$ cat config.mk
export PLATFORM = sky130hd
export DESIGN_NAME = adcdma_capture
export DESIGN_NICKNAME = d
export VERILOG_FILES = /design/src/common/adcdma_pkg.sv /design/src/core/adcdma_capture.sv /design/src/core/adcdma_clkdiv.sv
export SDC_FILE = /design/constraint.sdc
export NUM_CORES = 1
export LEC_CHECK = 0
export ABC_CLOCK_PERIOD_IN_PS = 2300
export BUFFER_PORTS_ARGS = -buffer_cell sky130_fd_sc_hd__clkbuf_2
export CORE_ASPECT_RATIO = 1.2
export CORE_UTILIZATION = 25
export CTS_CLUSTER_DIAMETER = 120
export DETAILED_ROUTE_END_ITERATION = 16
export SLEW_MARGIN = 20
export SYNTH_ARGS = -nofsm -noshare
export SYNTH_HDL_FRONTEND = slang
export SYNTH_SLANG_ARGS = --single-unit
$ cat constraint.sdc
create_clock -name CLK -period 2.3 [get_ports CLK]
set_input_delay 0.46 -clock CLK [delete_from_list [all_inputs] [get_ports CLK]]
set_output_delay 0.46 -clock CLK [all_outputs]
set_load 0.01 [all_outputs]
$ cat src/common/adcdma_pkg.sv
// Shared constants and types for the converter capture controller
package adcdma_pkg;
  // Timing control register field positions
  localparam int TC_MODE_HI_BIT = 7;
  localparam int TC_MODE_LO_BIT = 6;
  localparam int TC_EXT_REF_BIT = 6;
  localparam int TC_DIV_HI_BIT = 5;
  localparam int TC_DIV_LO_BIT = 4;
  localparam int TC_ACQ_HI_BIT = 3;
  localparam int TC_ACQ_LO_BIT = 2;
  // Channel control register field positions
  localparam int CC_CAPTURE_BIT = 6;
  // Reset values of the control registers
  localparam logic [7:0] TC_RESET = 8'h00;
  localparam logic [7:0] CC_RESET = 8'h00;
  // Conversion timing in converter clocks
  localparam logic [4:0] CONV_CLOCKS = 5'h0F;
  localparam logic [4:0] SYNC_CLOCKS = 5'h01;
  // Channel code that terminates the list, and the temperature channel code
  localparam logic [3:0] STOP_CODE = 4'hF;
  localparam logic [3:0] TEMP_CODE = 4'h8;
  // Divide ratios selected by the two divider bits
  localparam logic [5:0] DIV_00 = 6'h01;
  localparam logic [5:0] DIV_01 = 6'h02;
  localparam logic [5:0] DIV_10 = 6'h04;
  localparam logic [5:0] DIV_11 = 6'h08;
  // Pipeline depth before the first valid write
  localparam logic [1:0] PIPE_FILL = 2'h3;

  // External memory request carrier
  typedef struct packed {
    logic [23:0] addr;
    logic [7:0] wdata;
    logic we;
    logic oe;
  } adcdma_mem_s;

  // Capture sequencer states
  typedef enum logic [3:0] {
    ST_IDLE = 4'b0001,
    ST_RUN = 4'b0010,
    ST_DONE = 4'b0100,
    ST_HALT = 4'b1000
  } adcdma_state_e;
endpackage

$ cat src/core/adcdma_capture.sv
// Converter capture controller writing results to external static RAM
module adcdma_capture (
  input wire logic CLK,
  input wire logic RST_B,
  input wire logic [7:0] TIMING_CTRL,
  input wire logic [7:0] CHANNEL_CTRL,
  input wire logic [7:0] PTR_LOW,
  input wire logic [7:0] PTR_HIGH,
  input wire logic [7:0] PTR_PAGE,
  input wire logic START,
  input wire logic CONTINUOUS,
  input wire logic [11:0] ADC_RESULT,
  input wire logic [7:0] MEM_RDATA,
  input wire logic CORE_MEM_REQ,
  input wire adcdma_pkg::adcdma_mem_s CORE_MEM,
  output adcdma_pkg::adcdma_mem_s MEM_OUT,
  output logic EXT_REF_SEL,
  output logic [3:0] ADC_CHANNEL,
  output logic ADC_SAMPLE,
  output logic DONE_FLAG,
  output logic CAPTURE_ACTIVE
);
  logic tick;
  logic powered;
  logic [4:0] cyc_len;
  adcdma_pkg::adcdma_state_e st_reg, st_next;
  logic [4:0] cnt_reg, cnt_next;
  logic [23:0] rd_ptr_reg, rd_ptr_next;
  logic [23:0] wr_ptr_reg, wr_ptr_next;
  logic [3:0] conv_ch_reg, conv_ch_next;
  logic [3:0] fetch_ch_reg, fetch_ch_next;
  logic [3:0] res_ch_reg, res_ch_next;
  logic [11:0] res_reg, res_next;
  logic [1:0] fill_reg, fill_next;
  logic stop_reg, stop_next;
  logic wr_ok;
  adcdma_pkg::adcdma_mem_s mem_next;
  logic ref_next, samp_next, done_next;

  // Total conversion length in converter clocks
  function automatic logic [4:0] conv_len(input logic [1:0] acq);
    conv_len = adcdma_pkg::CONV_CLOCKS + adcdma_pkg::SYNC_CLOCKS + {3'h0, acq} + 5'h01;
  endfunction

  // Converter clock enable
  adcdma_clkdiv u_div (
    .CLK(CLK),
    .RST_B(RST_B),
    .sel(TIMING_CTRL[adcdma_pkg::TC_DIV_HI_BIT:adcdma_pkg::TC_DIV_LO_BIT]),
    .tick(tick)
  );

  assign powered = TIMING_CTRL[adcdma_pkg::TC_MODE_HI_BIT] |
                   TIMING_CTRL[adcdma_pkg::TC_MODE_LO_BIT];
  assign cyc_len = conv_len(TIMING_CTRL[adcdma_pkg::TC_ACQ_HI_BIT:adcdma_pkg::TC_ACQ_LO_BIT]);
  // Writes allowed from the third cycle, once a real result is latched
  assign wr_ok = ({1'b0, fill_reg} + 3'h1) >= {1'b0, adcdma_pkg::PIPE_FILL};

  // Sequencer next state; ST_RUN steps advance on converter clock ticks, START moves out of ST_IDLE (when powered) and ST_HALT at once
  always_comb begin
    st_next = st_reg;
    cnt_next = cnt_reg;
    rd_ptr_next = rd_ptr_reg;
    wr_ptr_next = wr_ptr_reg;
    conv_ch_next = conv_ch_reg;
    fetch_ch_next = fetch_ch_reg;
    res_ch_next = res_ch_reg;
    res_next = res_reg;
    fill_next = fill_reg;
    stop_next = stop_reg;
    samp_next = 1'b0;
    done_next = DONE_FLAG;
    mem_next = MEM_OUT;
    ref_next = TIMING_CTRL[adcdma_pkg::TC_EXT_REF_BIT];
    if (!CHANNEL_CTRL[adcdma_pkg::CC_CAPTURE_BIT]) begin
      st_next = adcdma_pkg::ST_IDLE;
      rd_ptr_next = {PTR_PAGE, PTR_HIGH, PTR_LOW};
      wr_ptr_next = {PTR_PAGE, PTR_HIGH, PTR_LOW};
      fill_next = 2'h0;
      stop_next = 1'b0;
      cnt_next = 5'h00;
      mem_next = CORE_MEM_REQ ? CORE_MEM : '0;
    end else begin
      mem_next = '0;
      unique case (st_reg)
        adcdma_pkg::ST_IDLE: begin
          if (powered && START) begin
            st_next = adcdma_pkg::ST_RUN;
            cnt_next = 5'h00;
          end
        end
        adcdma_pkg::ST_RUN: begin
          if (tick) begin
            cnt_next = cnt_reg + 5'h01;
            if (cnt_reg == 5'h00) begin
              samp_next = 1'b1;
              mem_next.addr = rd_ptr_reg;
              mem_next.oe = 1'b1;
            end else if (cnt_reg == 5'h02) begin
              fetch_ch_next = MEM_RDATA[7:4];
              rd_ptr_next = rd_ptr_reg + 24'h000002;
            end else if (cnt_reg == 5'h04 && wr_ok) begin
              mem_next.addr = wr_ptr_reg;
              mem_next.wdata = {res_ch_reg, res_reg[11:8]};
              mem_next.we = 1'b1;
            end else if (cnt_reg == 5'h06 && wr_ok) begin
              mem_next.addr = wr_ptr_reg + 24'h000001;
              mem_next.wdata = res_reg[7:0];
              mem_next.we = 1'b1;
              wr_ptr_next = wr_ptr_reg + 24'h000002;
            end
            if (cnt_reg + 5'h01 >= cyc_len) begin
              cnt_next = 5'h00;
              res_next = ADC_RESULT;
              res_ch_next = conv_ch_reg;
              conv_ch_next = fetch_ch_reg;
              if (fill_reg != adcdma_pkg::PIPE_FILL) begin
                fill_next = fill_reg + 2'h1;
              end
              if (fetch_ch_reg == adcdma_pkg::STOP_CODE) begin
                stop_next = 1'b1;
              end
              if (stop_next) begin
                st_next = adcdma_pkg::ST_DONE;
              end else if (!CONTINUOUS && fill_reg == adcdma_pkg::PIPE_FILL) begin
                st_next = adcdma_pkg::ST_HALT;
              end
            end
          end
        end
        adcdma_pkg::ST_HALT: begin
          if (START) begin
            st_next = adcdma_pkg::ST_RUN;
          end
        end
        adcdma_pkg::ST_DONE: begin
          done_next = 1'b1;
        end
        default: st_next = adcdma_pkg::ST_IDLE;
      endcase
    end
    if (START && st_reg == adcdma_pkg::ST_IDLE && !CHANNEL_CTRL[adcdma_pkg::CC_CAPTURE_BIT]) begin
      done_next = 1'b0;
    end
  end

  // Register stage
  always_ff @(posedge CLK) begin
    if (!RST_B) begin
      st_reg <= adcdma_pkg::ST_IDLE;
      cnt_reg <= 5'h00;
      rd_ptr_reg <= 24'h000000;
      wr_ptr_reg <= 24'h000000;
      conv_ch_reg <= 4'h0;
      fetch_ch_reg <= 4'h0;
      res_ch_reg <= 4'h0;
      res_reg <= 12'h000;
      fill_reg <= 2'h0;
      stop_reg <= 1'b0;
      MEM_OUT <= '0;
      EXT_REF_SEL <= 1'b0;
      ADC_SAMPLE <= 1'b0;
      DONE_FLAG <= 1'b0;
      ADC_CHANNEL <= 4'h0;
      CAPTURE_ACTIVE <= 1'b0;
    end else begin
      st_reg <= st_next;
      cnt_reg <= cnt_next;
      rd_ptr_reg <= rd_ptr_next;
      wr_ptr_reg <= wr_ptr_next;
      conv_ch_reg <= conv_ch_next;
      fetch_ch_reg <= fetch_ch_next;
      res_ch_reg <= res_ch_next;
      res_reg <= res_next;
      fill_reg <= fill_next;
      stop_reg <= stop_next;
      MEM_OUT <= mem_next;
      EXT_REF_SEL <= ref_next;
      ADC_SAMPLE <= samp_next;
      DONE_FLAG <= done_next;
      ADC_CHANNEL <= conv_ch_next;
      CAPTURE_ACTIVE <= CHANNEL_CTRL[adcdma_pkg::CC_CAPTURE_BIT];
    end
  end

  // Core traffic never reaches memory while capture owns the bus
  AST_CORE_GATED: assert property (@(posedge CLK) disable iff (!RST_B)
    CHANNEL_CTRL[adcdma_pkg::CC_CAPTURE_BIT] |=> (MEM_OUT == '0) || (st_reg == adcdma_pkg::ST_RUN))
    else $error("core access leaked during capture");
  AST_REF_FOLLOWS: assert property (@(posedge CLK) disable iff (!RST_B)
    1'b1 |=> EXT_REF_SEL == $past(TIMING_CTRL[adcdma_pkg::TC_EXT_REF_BIT]))
    else $error("reference select mismatch");
  AST_DIV4: assert property (@(posedge CLK) disable iff (!RST_B)
    (tick && TIMING_CTRL[5:4] == 2'b10 && $stable(TIMING_CTRL)) |=> !tick [*3] ##1 tick)
    else $error("divide by four wrong");
  AST_CYCLE_LEN: assert property (@(posedge CLK) disable iff (!RST_B)
    (st_reg == adcdma_pkg::ST_RUN) |-> cnt_reg < cyc_len)
    else $error("conversion count overran");
  AST_DISABLE: assert property (@(posedge CLK) disable iff (!RST_B)
    !CHANNEL_CTRL[adcdma_pkg::CC_CAPTURE_BIT] |=> st_reg == adcdma_pkg::ST_IDLE)
    else $error("capture not disabled");
  AST_NO_EARLY_WRITE: assert property (@(posedge CLK) disable iff (!RST_B)
    (st_reg == adcdma_pkg::ST_RUN && !wr_ok) |=> !MEM_OUT.we)
    else $error("write before pipeline filled");
  AST_DONE_SET: assert property (@(posedge CLK) disable iff (!RST_B)
    (st_reg == adcdma_pkg::ST_DONE && CHANNEL_CTRL[adcdma_pkg::CC_CAPTURE_BIT]) |=> DONE_FLAG)
    else $error("done flag not set");
  AST_STOP_END: assert property (@(posedge CLK) disable iff (!RST_B)
    (st_reg == adcdma_pkg::ST_DONE) |=> !MEM_OUT.we)
    else $error("write after stop");
endmodule

$ cat src/core/adcdma_clkdiv.sv
// Converter clock enable generator with selectable divide ratio
module adcdma_clkdiv (
  input wire logic CLK,
  input wire logic RST_B,
  input wire logic [1:0] sel,
  output logic tick
);
  logic [5:0] cnt_reg;
  logic [5:0] cnt_next;
  logic tick_next;
  logic [5:0] ratio;

  // Ratio lookup and counter update
  always_comb begin
    unique case (sel)
      2'b00: ratio = adcdma_pkg::DIV_00;
      2'b01: ratio = adcdma_pkg::DIV_01;
      2'b10: ratio = adcdma_pkg::DIV_10;
      2'b11: ratio = adcdma_pkg::DIV_11;
    endcase
    if (cnt_reg + 6'h01 >= ratio) begin
      cnt_next = 6'h00;
      tick_next = 1'b1;
    end else begin
      cnt_next = cnt_reg + 6'h01;
      tick_next = 1'b0;
    end
  end

  // Register stage
  always_ff @(posedge CLK) begin
    if (!RST_B) begin
      cnt_reg <= 6'h00;
      tick <= 1'b0;
    end else begin
      cnt_reg <= cnt_next;
      tick <= tick_next;
    end
  end
endmodule

==> results of run 1 <==
[where the power goes]
part | total [W] | internal [W] | switching [W]
combinational | 0.000447 | 0.000204 | 0.000243
sequential | 0.00240 | 0.00232 | 0.0000840
clock | 0.00272 | 0.00169 | 0.00104
[cell type report]
cell class | instances | area (um^2)
fill | 2600 | 16120
multi-input combinational | 550 | 3706
sequential | 129 | 2586
timing repair buffer | 210 | 1354
clock buffer | 21 | 470.5
tap | 325 | 406.6
clock inverter | 10 | 123.9
inverter | 18 | 67.56
[worst max-delay path, cell delays in order, from the launching register on]
cell,delay (ns)
dfxtp_2,0.34
ha_4,0.16
nor2b_4,0.12
or2_4,0.25
ha_4,0.26
o21ai_2,0.05
a21oi_2,0.14
buf_4,0.13
o21ai_1,0.07
buf_4,0.18
or4_1,0.41
a21oi_1,0.14
[cell usage in the layout (no fill, tap or decap), drive strengths merged, types with 25 or more instances in the layout]
| cell | n |
|---|---|
| clkbuf | 148 |
| dfxtp | 129 |
| buf | 83 |
| nor2 | 59 |
| o21ai | 53 |
| nand2 | 47 |
| a21oi | 46 |
| xnor2 | 40 |
| a22oi | 30 |
| mux2i | 26 |
| nand3 | 25 |
[through the flow]
step | total power, W | area [um^2] | hold WS (ns) | utilization, % | setup TNS [ns]
after CTS | 0.005626 | 8675 | 0.2207 | 34.94 | -0.1952
final | 0.005572 | 8715 | 0.2340 | 35.10 | -0.02399
after floorplan | 0.002659 | 6369 | 0.4329 | - | 0
after detailed placement | 0.002883 | 7819 | 0.4578 | 31.49 | -2.614
after global placement | 0.002876 | 7819 | 0.4486 | 31.49 | -1.439
after global routing | 0.005768 | 8715 | 0.2333 | 35.10 | -1.122
[kinds of logic after synthesis]
logic type | share of synthesized area [%]
other | 0.05903
muxes | 4.097
xor gates and xnor gates | 8.686
AOI/OAI and AO/OA | 18.38
and+or+nand+nor | 20.82
adders and majority gates | 3.545
buffers and inverters | 3.762
DFF | 40.65
[metal layers]
metal	up-vias	track usage, %	wire length [um]
li1	3064	-	-
met1	2991	18.64	8499
met2	173	28.24	10550
met3	32	3.325	1092
met4	0	6.357	474
met5	-	0	0
[final timing paths]
path / start / end
max: cnt_reg[1] / fill_reg[0]
min: CORE_MEM[8] / MEM_OUT[8]
max reg2reg: cnt_reg[1] / fill_reg[0]
min reg2reg: rd_ptr_reg[0] / rd_ptr_reg[0]
[synthesized netlist by cell type (all sizes together) (7+ instances only)]
cell type / n
a22oi: 30
nand4: 20
ha: 18
dfxtp: 129
nand2: 47
clkbuf: 39
xor2: 23
or4: 10
nor3: 18
or3: 8
and3: 10
nor4: 9
o22ai: 21
mux2i: 26
nor2b: 14
nand2b: 7
inv: 17
a21oi: 46
o21ai: 53
nand3: 25
xnor2: 40
a31oi: 17
nor2: 59
[repair_timing]
item,in CTS,in global routing
buffers inserted,9,4
pin swaps,8,13
hold buffers,0,0
hold endpoints to repair,0,0
resized for setup,28,18
gates cloned,3,0
endpoints found under the setup margin,35,37
==> metrics.md, run 1 <==
| Metric | Value |
|---|---|
| Pin slew with the least headroom to its limit | between 0.5 and 0.6 ns |
| Result of the run | finished with violations |
| Relative max-transition margin | about 64% |
| Main flop type after synthesis | dfxtp_1 |
| Area of the die | approximately 26,000 um^2 |
| Number of antenna violations at the first check in global routing | 0 |
| Count of different cell masters after synthesis | 55 |
| Register-to-register path setup slack | -0.02 ns |
| Iteration count of the initial detailed-routing pass | 5 |
| Crit. End Element | register |
| Crit path launch type | register |
| Number of flip-flops under the largest register name | 34 |
| Number of max-slew violations in the final report | 0 |
| Static leakage | between 3 and 4 nW |
| Cts bufs inserted | 17 |
| Root buffer cell | clkbuf_16 |
| Net count, final | between 1,000 and 1,500 |
| Sequential cell area fraction in the yosys report | about two fifths |
| Number of design-rule violations left by the first detailed-router iteration | 366 |
| Routed wire length | 20,620 um |
| Worst vdd ir | around 0.45 mV |
| Number of DRC violations after detailed routing | 0 |
| DPL Wire Length | between 15,000 and 20,000 um |
| Final critical path time including I/O delays and setup | around 2.3 ns |
| Largest driver fanout on the critical path | 7 |
| Most area-hungry cell type in the Yosys netlist | dfxtp_1 |
| Maximum level of the CTS H-tree | 4 |
| Clock-pin slew on the worst setup and hold paths | 0.06 ns |
| Number of buffers added on ports | between 100 and 150 |
| Total routing resource utilization after global routing | between 15 and 20% |
| Detailed-route vias per instance | 4.956 |
| Number of instances in the placed design | around 1,200 |
| Antenna fix cells | 0 |
| Maximum number of pins on one net before global-route repair | 54 |
| Worst slack after detailed placement | -0.1465 ns |
| Average cell area after synthesis | between 8 and 9 um^2 |
| Clock sinks | 129 |
| Ratio of total power to cell area | around 640 nW/um^2 |
| Cell area after synthesis | roughly 6400 um^2 |
| Placeable Area | about 25,000 um^2 |
| Fin Clk Skew | 0.006697 ns |
| Post-synth ARST share | 0% |
| Clock tree from TritonCTS | done |
| Post-DR wirelength/cell | approximately 16 um |
| Total grt overflow | 0 |
| Non-Filler Instances | between 1,000 and 1,500 |
| Violated checks | negative setup slack |
| Number of violations of the max-capacitance limit | 0 |
| Worst hold path cell count | 3 |
| Number of synthesized flops with an enable pin | 0 |
| Unrepaired setup endpoints after global routing | true |
| Register-to-Register Path Depth | 11 |
| Vias in the first global route | between 6,000 and 7,000 |
| Arrival time of data at the critical path endpoint | roughly 2.7 ns |
| Post-layout worst setup margin | -0.02399 ns |
| Worst-case clock buffer depth | 2 |
| Global placement routability congestion | 0.8567 |
| Number of top-level pins | between 100 and 150 |
| Share of Yosys cell area claimed by the top area cell type | approximately two fifths |
| Initial cell density of the core | roughly 26% |
| Data required, critical path | 2.65 ns |
| Maximum operating frequency | roughly 430 MHz |
| Wire length of the first global-routing pass | around 32,000 um |
| Post-synthesis register bit count | ~130 |
| Clock latency of the later-clocked register in the worst-skew pair | 0.42 ns |
| Setup-violating endpoint count in the final report | 1 |
| Most area-consuming cells after synthesis | dfxtp_1 (41%), xnor2_1 (5.5%), o21ai_0 (4.2%) |
| Number of vias in the routed layout | 6,260 |
| Post-route antenna net violation count | 0 |
| Cell Rows | between 60 and 70 |
| Fraction of the cycle the final worst path needs | 101.0% |
| Path type of the worst setup path | register to register |
| Synthesized instance count | 740 |
| Synthesis-to-finish area growth | 37.19% |
| Die H | 176.6 um |
| Yosys warns | 0 |
| Die width | between 100 and 150 um |
| Fraction of layout cells with a size suffix above 1 | between 20 and 30% |
| Hold Crit Class | primary input to register |
| Hold violation count in the final report | 0 |
No activity file was read; power rests on OpenSTA's default activity.
==> run 2, diff against run 1 <==
--- a/config.mk
+++ b/config.mk
@@ -9,8 +9,10 @@
 export BUFFER_PORTS_ARGS = -buffer_cell sky130_fd_sc_hd__clkbuf_2
 export CORE_ASPECT_RATIO = 1.2
 export CORE_UTILIZATION = 25
+export CTS_BUF_LIST = sky130_fd_sc_hd__clkbuf_4 sky130_fd_sc_hd__clkbuf_8
 export CTS_CLUSTER_DIAMETER = 120
 export DETAILED_ROUTE_END_ITERATION = 16
+export GPL_ROUTABILITY_DRIVEN = 0
 export SLEW_MARGIN = 20
 export SYNTH_ARGS = -nofsm -noshare
 export SYNTH_HDL_FRONTEND = slang
==> run 2 against run 1 <==
  * The flow still finishes with violations (negative setup slack)
  * Final area fell by 1.3%
  * Maximum frequency grew 0.34%
  * Combinational power about the same
  * Routed wire length increased by 0.74%
  * Die area did not move
  * Power fell by 13%
  * Worst setup slack improved by 0.0079 ns
  * Highest routed layer unchanged
==> metrics.md, run 2 (synthesized netlist as in run 1, its figures left out) <==
| Metric | Value |
|---|---|
| Wire length of the first global-routing pass | 31,910 um |
| Number of antenna violations at the first check in global routing | 0 |
| Iteration count of the initial detailed-routing pass | 5 |
| Post-DR wirelength/cell | ~16 um |
| Placeable Area | 24,830 um^2 |
| Largest driver fanout on the critical path | 7 |
| Maximum level of the CTS H-tree | 4 |
| Relative max-transition margin | approximately 63% |
| Setup-violating endpoint count in the final report | 1 |
| Violated checks | negative setup slack |
| Most frequent cells in the layout | clkbuf_2 (127), dfxtp_1 (124), buf_4 (71) |
| Critical path's slowest cell | or4_4 |
| Cts bufs inserted | 17 |
| Number of top-level pins | 141 |
| Routed wire length | a little over 20,000 um |
| Clock tree from TritonCTS | done |
| Post-route antenna net violation count | 0 |
| Post-layout worst setup margin | -0.01613 ns |
| Number of max-slew violations in the final report | 0 |
| Crit path launch type | register |
| Worst vdd ir | between 0.3 and 0.4 mV |
| Fin area | around 8600 um^2 |
| Pin slew with the least headroom to its limit | approximately 0.55 ns |
| Synthesis-to-finish area growth | 35.39% |
| Arrival time of data at the critical path endpoint | roughly 2.7 ns |
| Die width | roughly 150 um |
| Antenna fix cells | 0 |
| Die H | about 180 um |
| Crit. End Element | register |
| Worst-case clock buffer depth | 2 |
| Net count, final | 1,046 |
| Delay of the slowest cell on the worst path | approximately 0.42 ns |
| Critical-path cell list | ha_4, nor2b_4, or2_4, ha_4, o21ai_2, a21oi_2, buf_4, o21ai_2, buf_6, or4_4, a21oi_2 |
| Static leakage | 3.471 nW |
| Data required, critical path | approximately 2.7 ns |
| Total grt overflow | 0 |
| Number of DRC violations after detailed routing | 0 |
| Fraction of layout cells with a size suffix above 1 | 30.39% |
| Path type of the worst setup path | register to register |
| Maximum number of pins on one net before global-route repair | 54 |
| Cell Rows | between 60 and 70 |
| Number of vias in the routed layout | between 6,000 and 7,000 |
| Initial cell density of the core | between 20% and 30% |
| Final critical path time including I/O delays and setup | approximately 2.3 ns |
| Sum of internal, switching and leakage power | approximately 0.005 W |
| DPL Wire Length | 15,310 um |
| Unrepaired setup endpoints after global routing | true |
| Number of design-rule violations left by the first detailed-router iteration | 337 |
| Total routing resource utilization after global routing | between 10% and 20% |
| Root buffer cell | clkbuf_8 |
| Clock-pin slew on the worst setup and hold paths | roughly 0.080 ns |
| Number of flip-flops under the largest register name | 34 |
| Clock latency of the later-clocked register in the worst-skew pair | ~0.45 ns |
| Fin Clk Skew | a little over 0.01 ns |
| Hold Crit Class | primary input to register |
| Fraction of the cycle the final worst path needs | 100.7% |
| Number of hold buffers added after cts | 0 |
| Number of buffers added on ports | between 100 and 150 |
| Vias in the first global route | 6,086 |
| Maximum operating frequency | 431.8 MHz |
| Post-DP Area | 7819 um^2 |
| Ratio of total power to cell area | around 570 nW/um^2 |
| Area of the die | approximately 26,000 um^2 |
| Clock sinks | ~130 |
| Hold violation count in the final report | 0 |
| Leading cell type in the layout, fill and taps excluded | clkbuf_2 |
| Result of the run | finished with violations |
| Number of violations of the max-capacitance limit | 0 |
| Detailed-route vias per instance | ~4.9 |
[run 2: changes by cell type in the layout (fill, tap and decap cells not counted), moves of 2 or more]
cell | previous run | this run
clkbuf_16 | 17 | 0
clkbuf_8 | 3 | 20
buf_6 | 8 | 11
a21oi_1 | 45 | 43
a21oi_2 | 1 | 3
dfxtp_1 | 126 | 124
o21ai_1 | 2 | 0
or4_1 | 9 | 7
or4_4 | 1 | 3
[run 2: area by class of cell]
class | count | area, um^2
clock buffers | 21 | 282.8
multi-input cells | 550 | 3739
flip-flops and latches | 129 | 2591
inverters | 18 | 70.07
clock inverters | 10 | 123.9
well taps | 325 | 406.6
repair buffers | 213 | 1388
fillers | 2591 | 16230
[run 2: through the flow]
step	hold WS [ns]	TNS, ns	setup slack, ns	std cells	utilization [%]
after CTS	0.1696	-0.1935	-0.04077	1263	34.12
after global routing	0.1782	-1.810	-0.1360	1266	34.64
after global placement	0.4486	-1.439	-0.08413	1221	31.49
final	0.1978	-0.01613	-0.01613	1266	34.64
after detailed placement	0.4578	-2.614	-0.1465	1221	31.49
after floorplan	0.4329	0	0.02089	741	-
[run 2: per-layer routing]
| layer | GRT usage [%] | up-vias | wire length, um |
|---|---|---|---|
| met2 | 28.22 | 155 | 10750 |
| met4 | 5.713 | 0 | 395 |
| li1 | - | 3065 | - |
| met3 | 3.866 | 23 | 942 |
| met5 | 0 | - | 0 |
| met1 | 18.81 | 3007 | 8678 |
[run 2: final timing paths]
check / from / end / slack [ns] / cells past startpoint
setup / recovery: cnt_reg[1] / fill_reg[1] / -0.02 / 11
hold / removal: CORE_MEM[8] / MEM_OUT[8] / 0.20 / 3
setup reg to reg: cnt_reg[1] / fill_reg[1] / -0.02 / 11
hold reg to reg: rd_ptr_reg[0] / rd_ptr_reg[0] / 0.47 / 2
[run 2: critical path: cells and delay by family (launching register included)]
kind | cells | cell delay (ns)
AO/OA/AOI/OAI | 4 | 0.40
adder cells (fa/ha/maj) | 2 | 0.42
buffers and inverters | 2 | 0.28
flip-flops | 1 | 0.36
AND/OR/NAND/NOR | 3 | 0.79
[run 2: what timing repair did]
item / 4_1_cts / 5_1_grt
pin swaps: 7 / 18
endpoints found under the setup margin: 36 / 46
endpoints found under the hold margin: 0 / 0
buffers inserted: 8 / 6
resized for setup: 27 / 32
gates cloned: 3 / 0
[run 2: power by group]
part	total (W)	leakage [nW]	switching [W]	internal, W
combinational	0.000446	2.21	0.000242	0.000204
sequential	0.00240	1.06	0.0000840	0.00231
clock	0.00203	0.203	0.000964	0.00107
total	0.00487	3.47	0.00129	0.00358
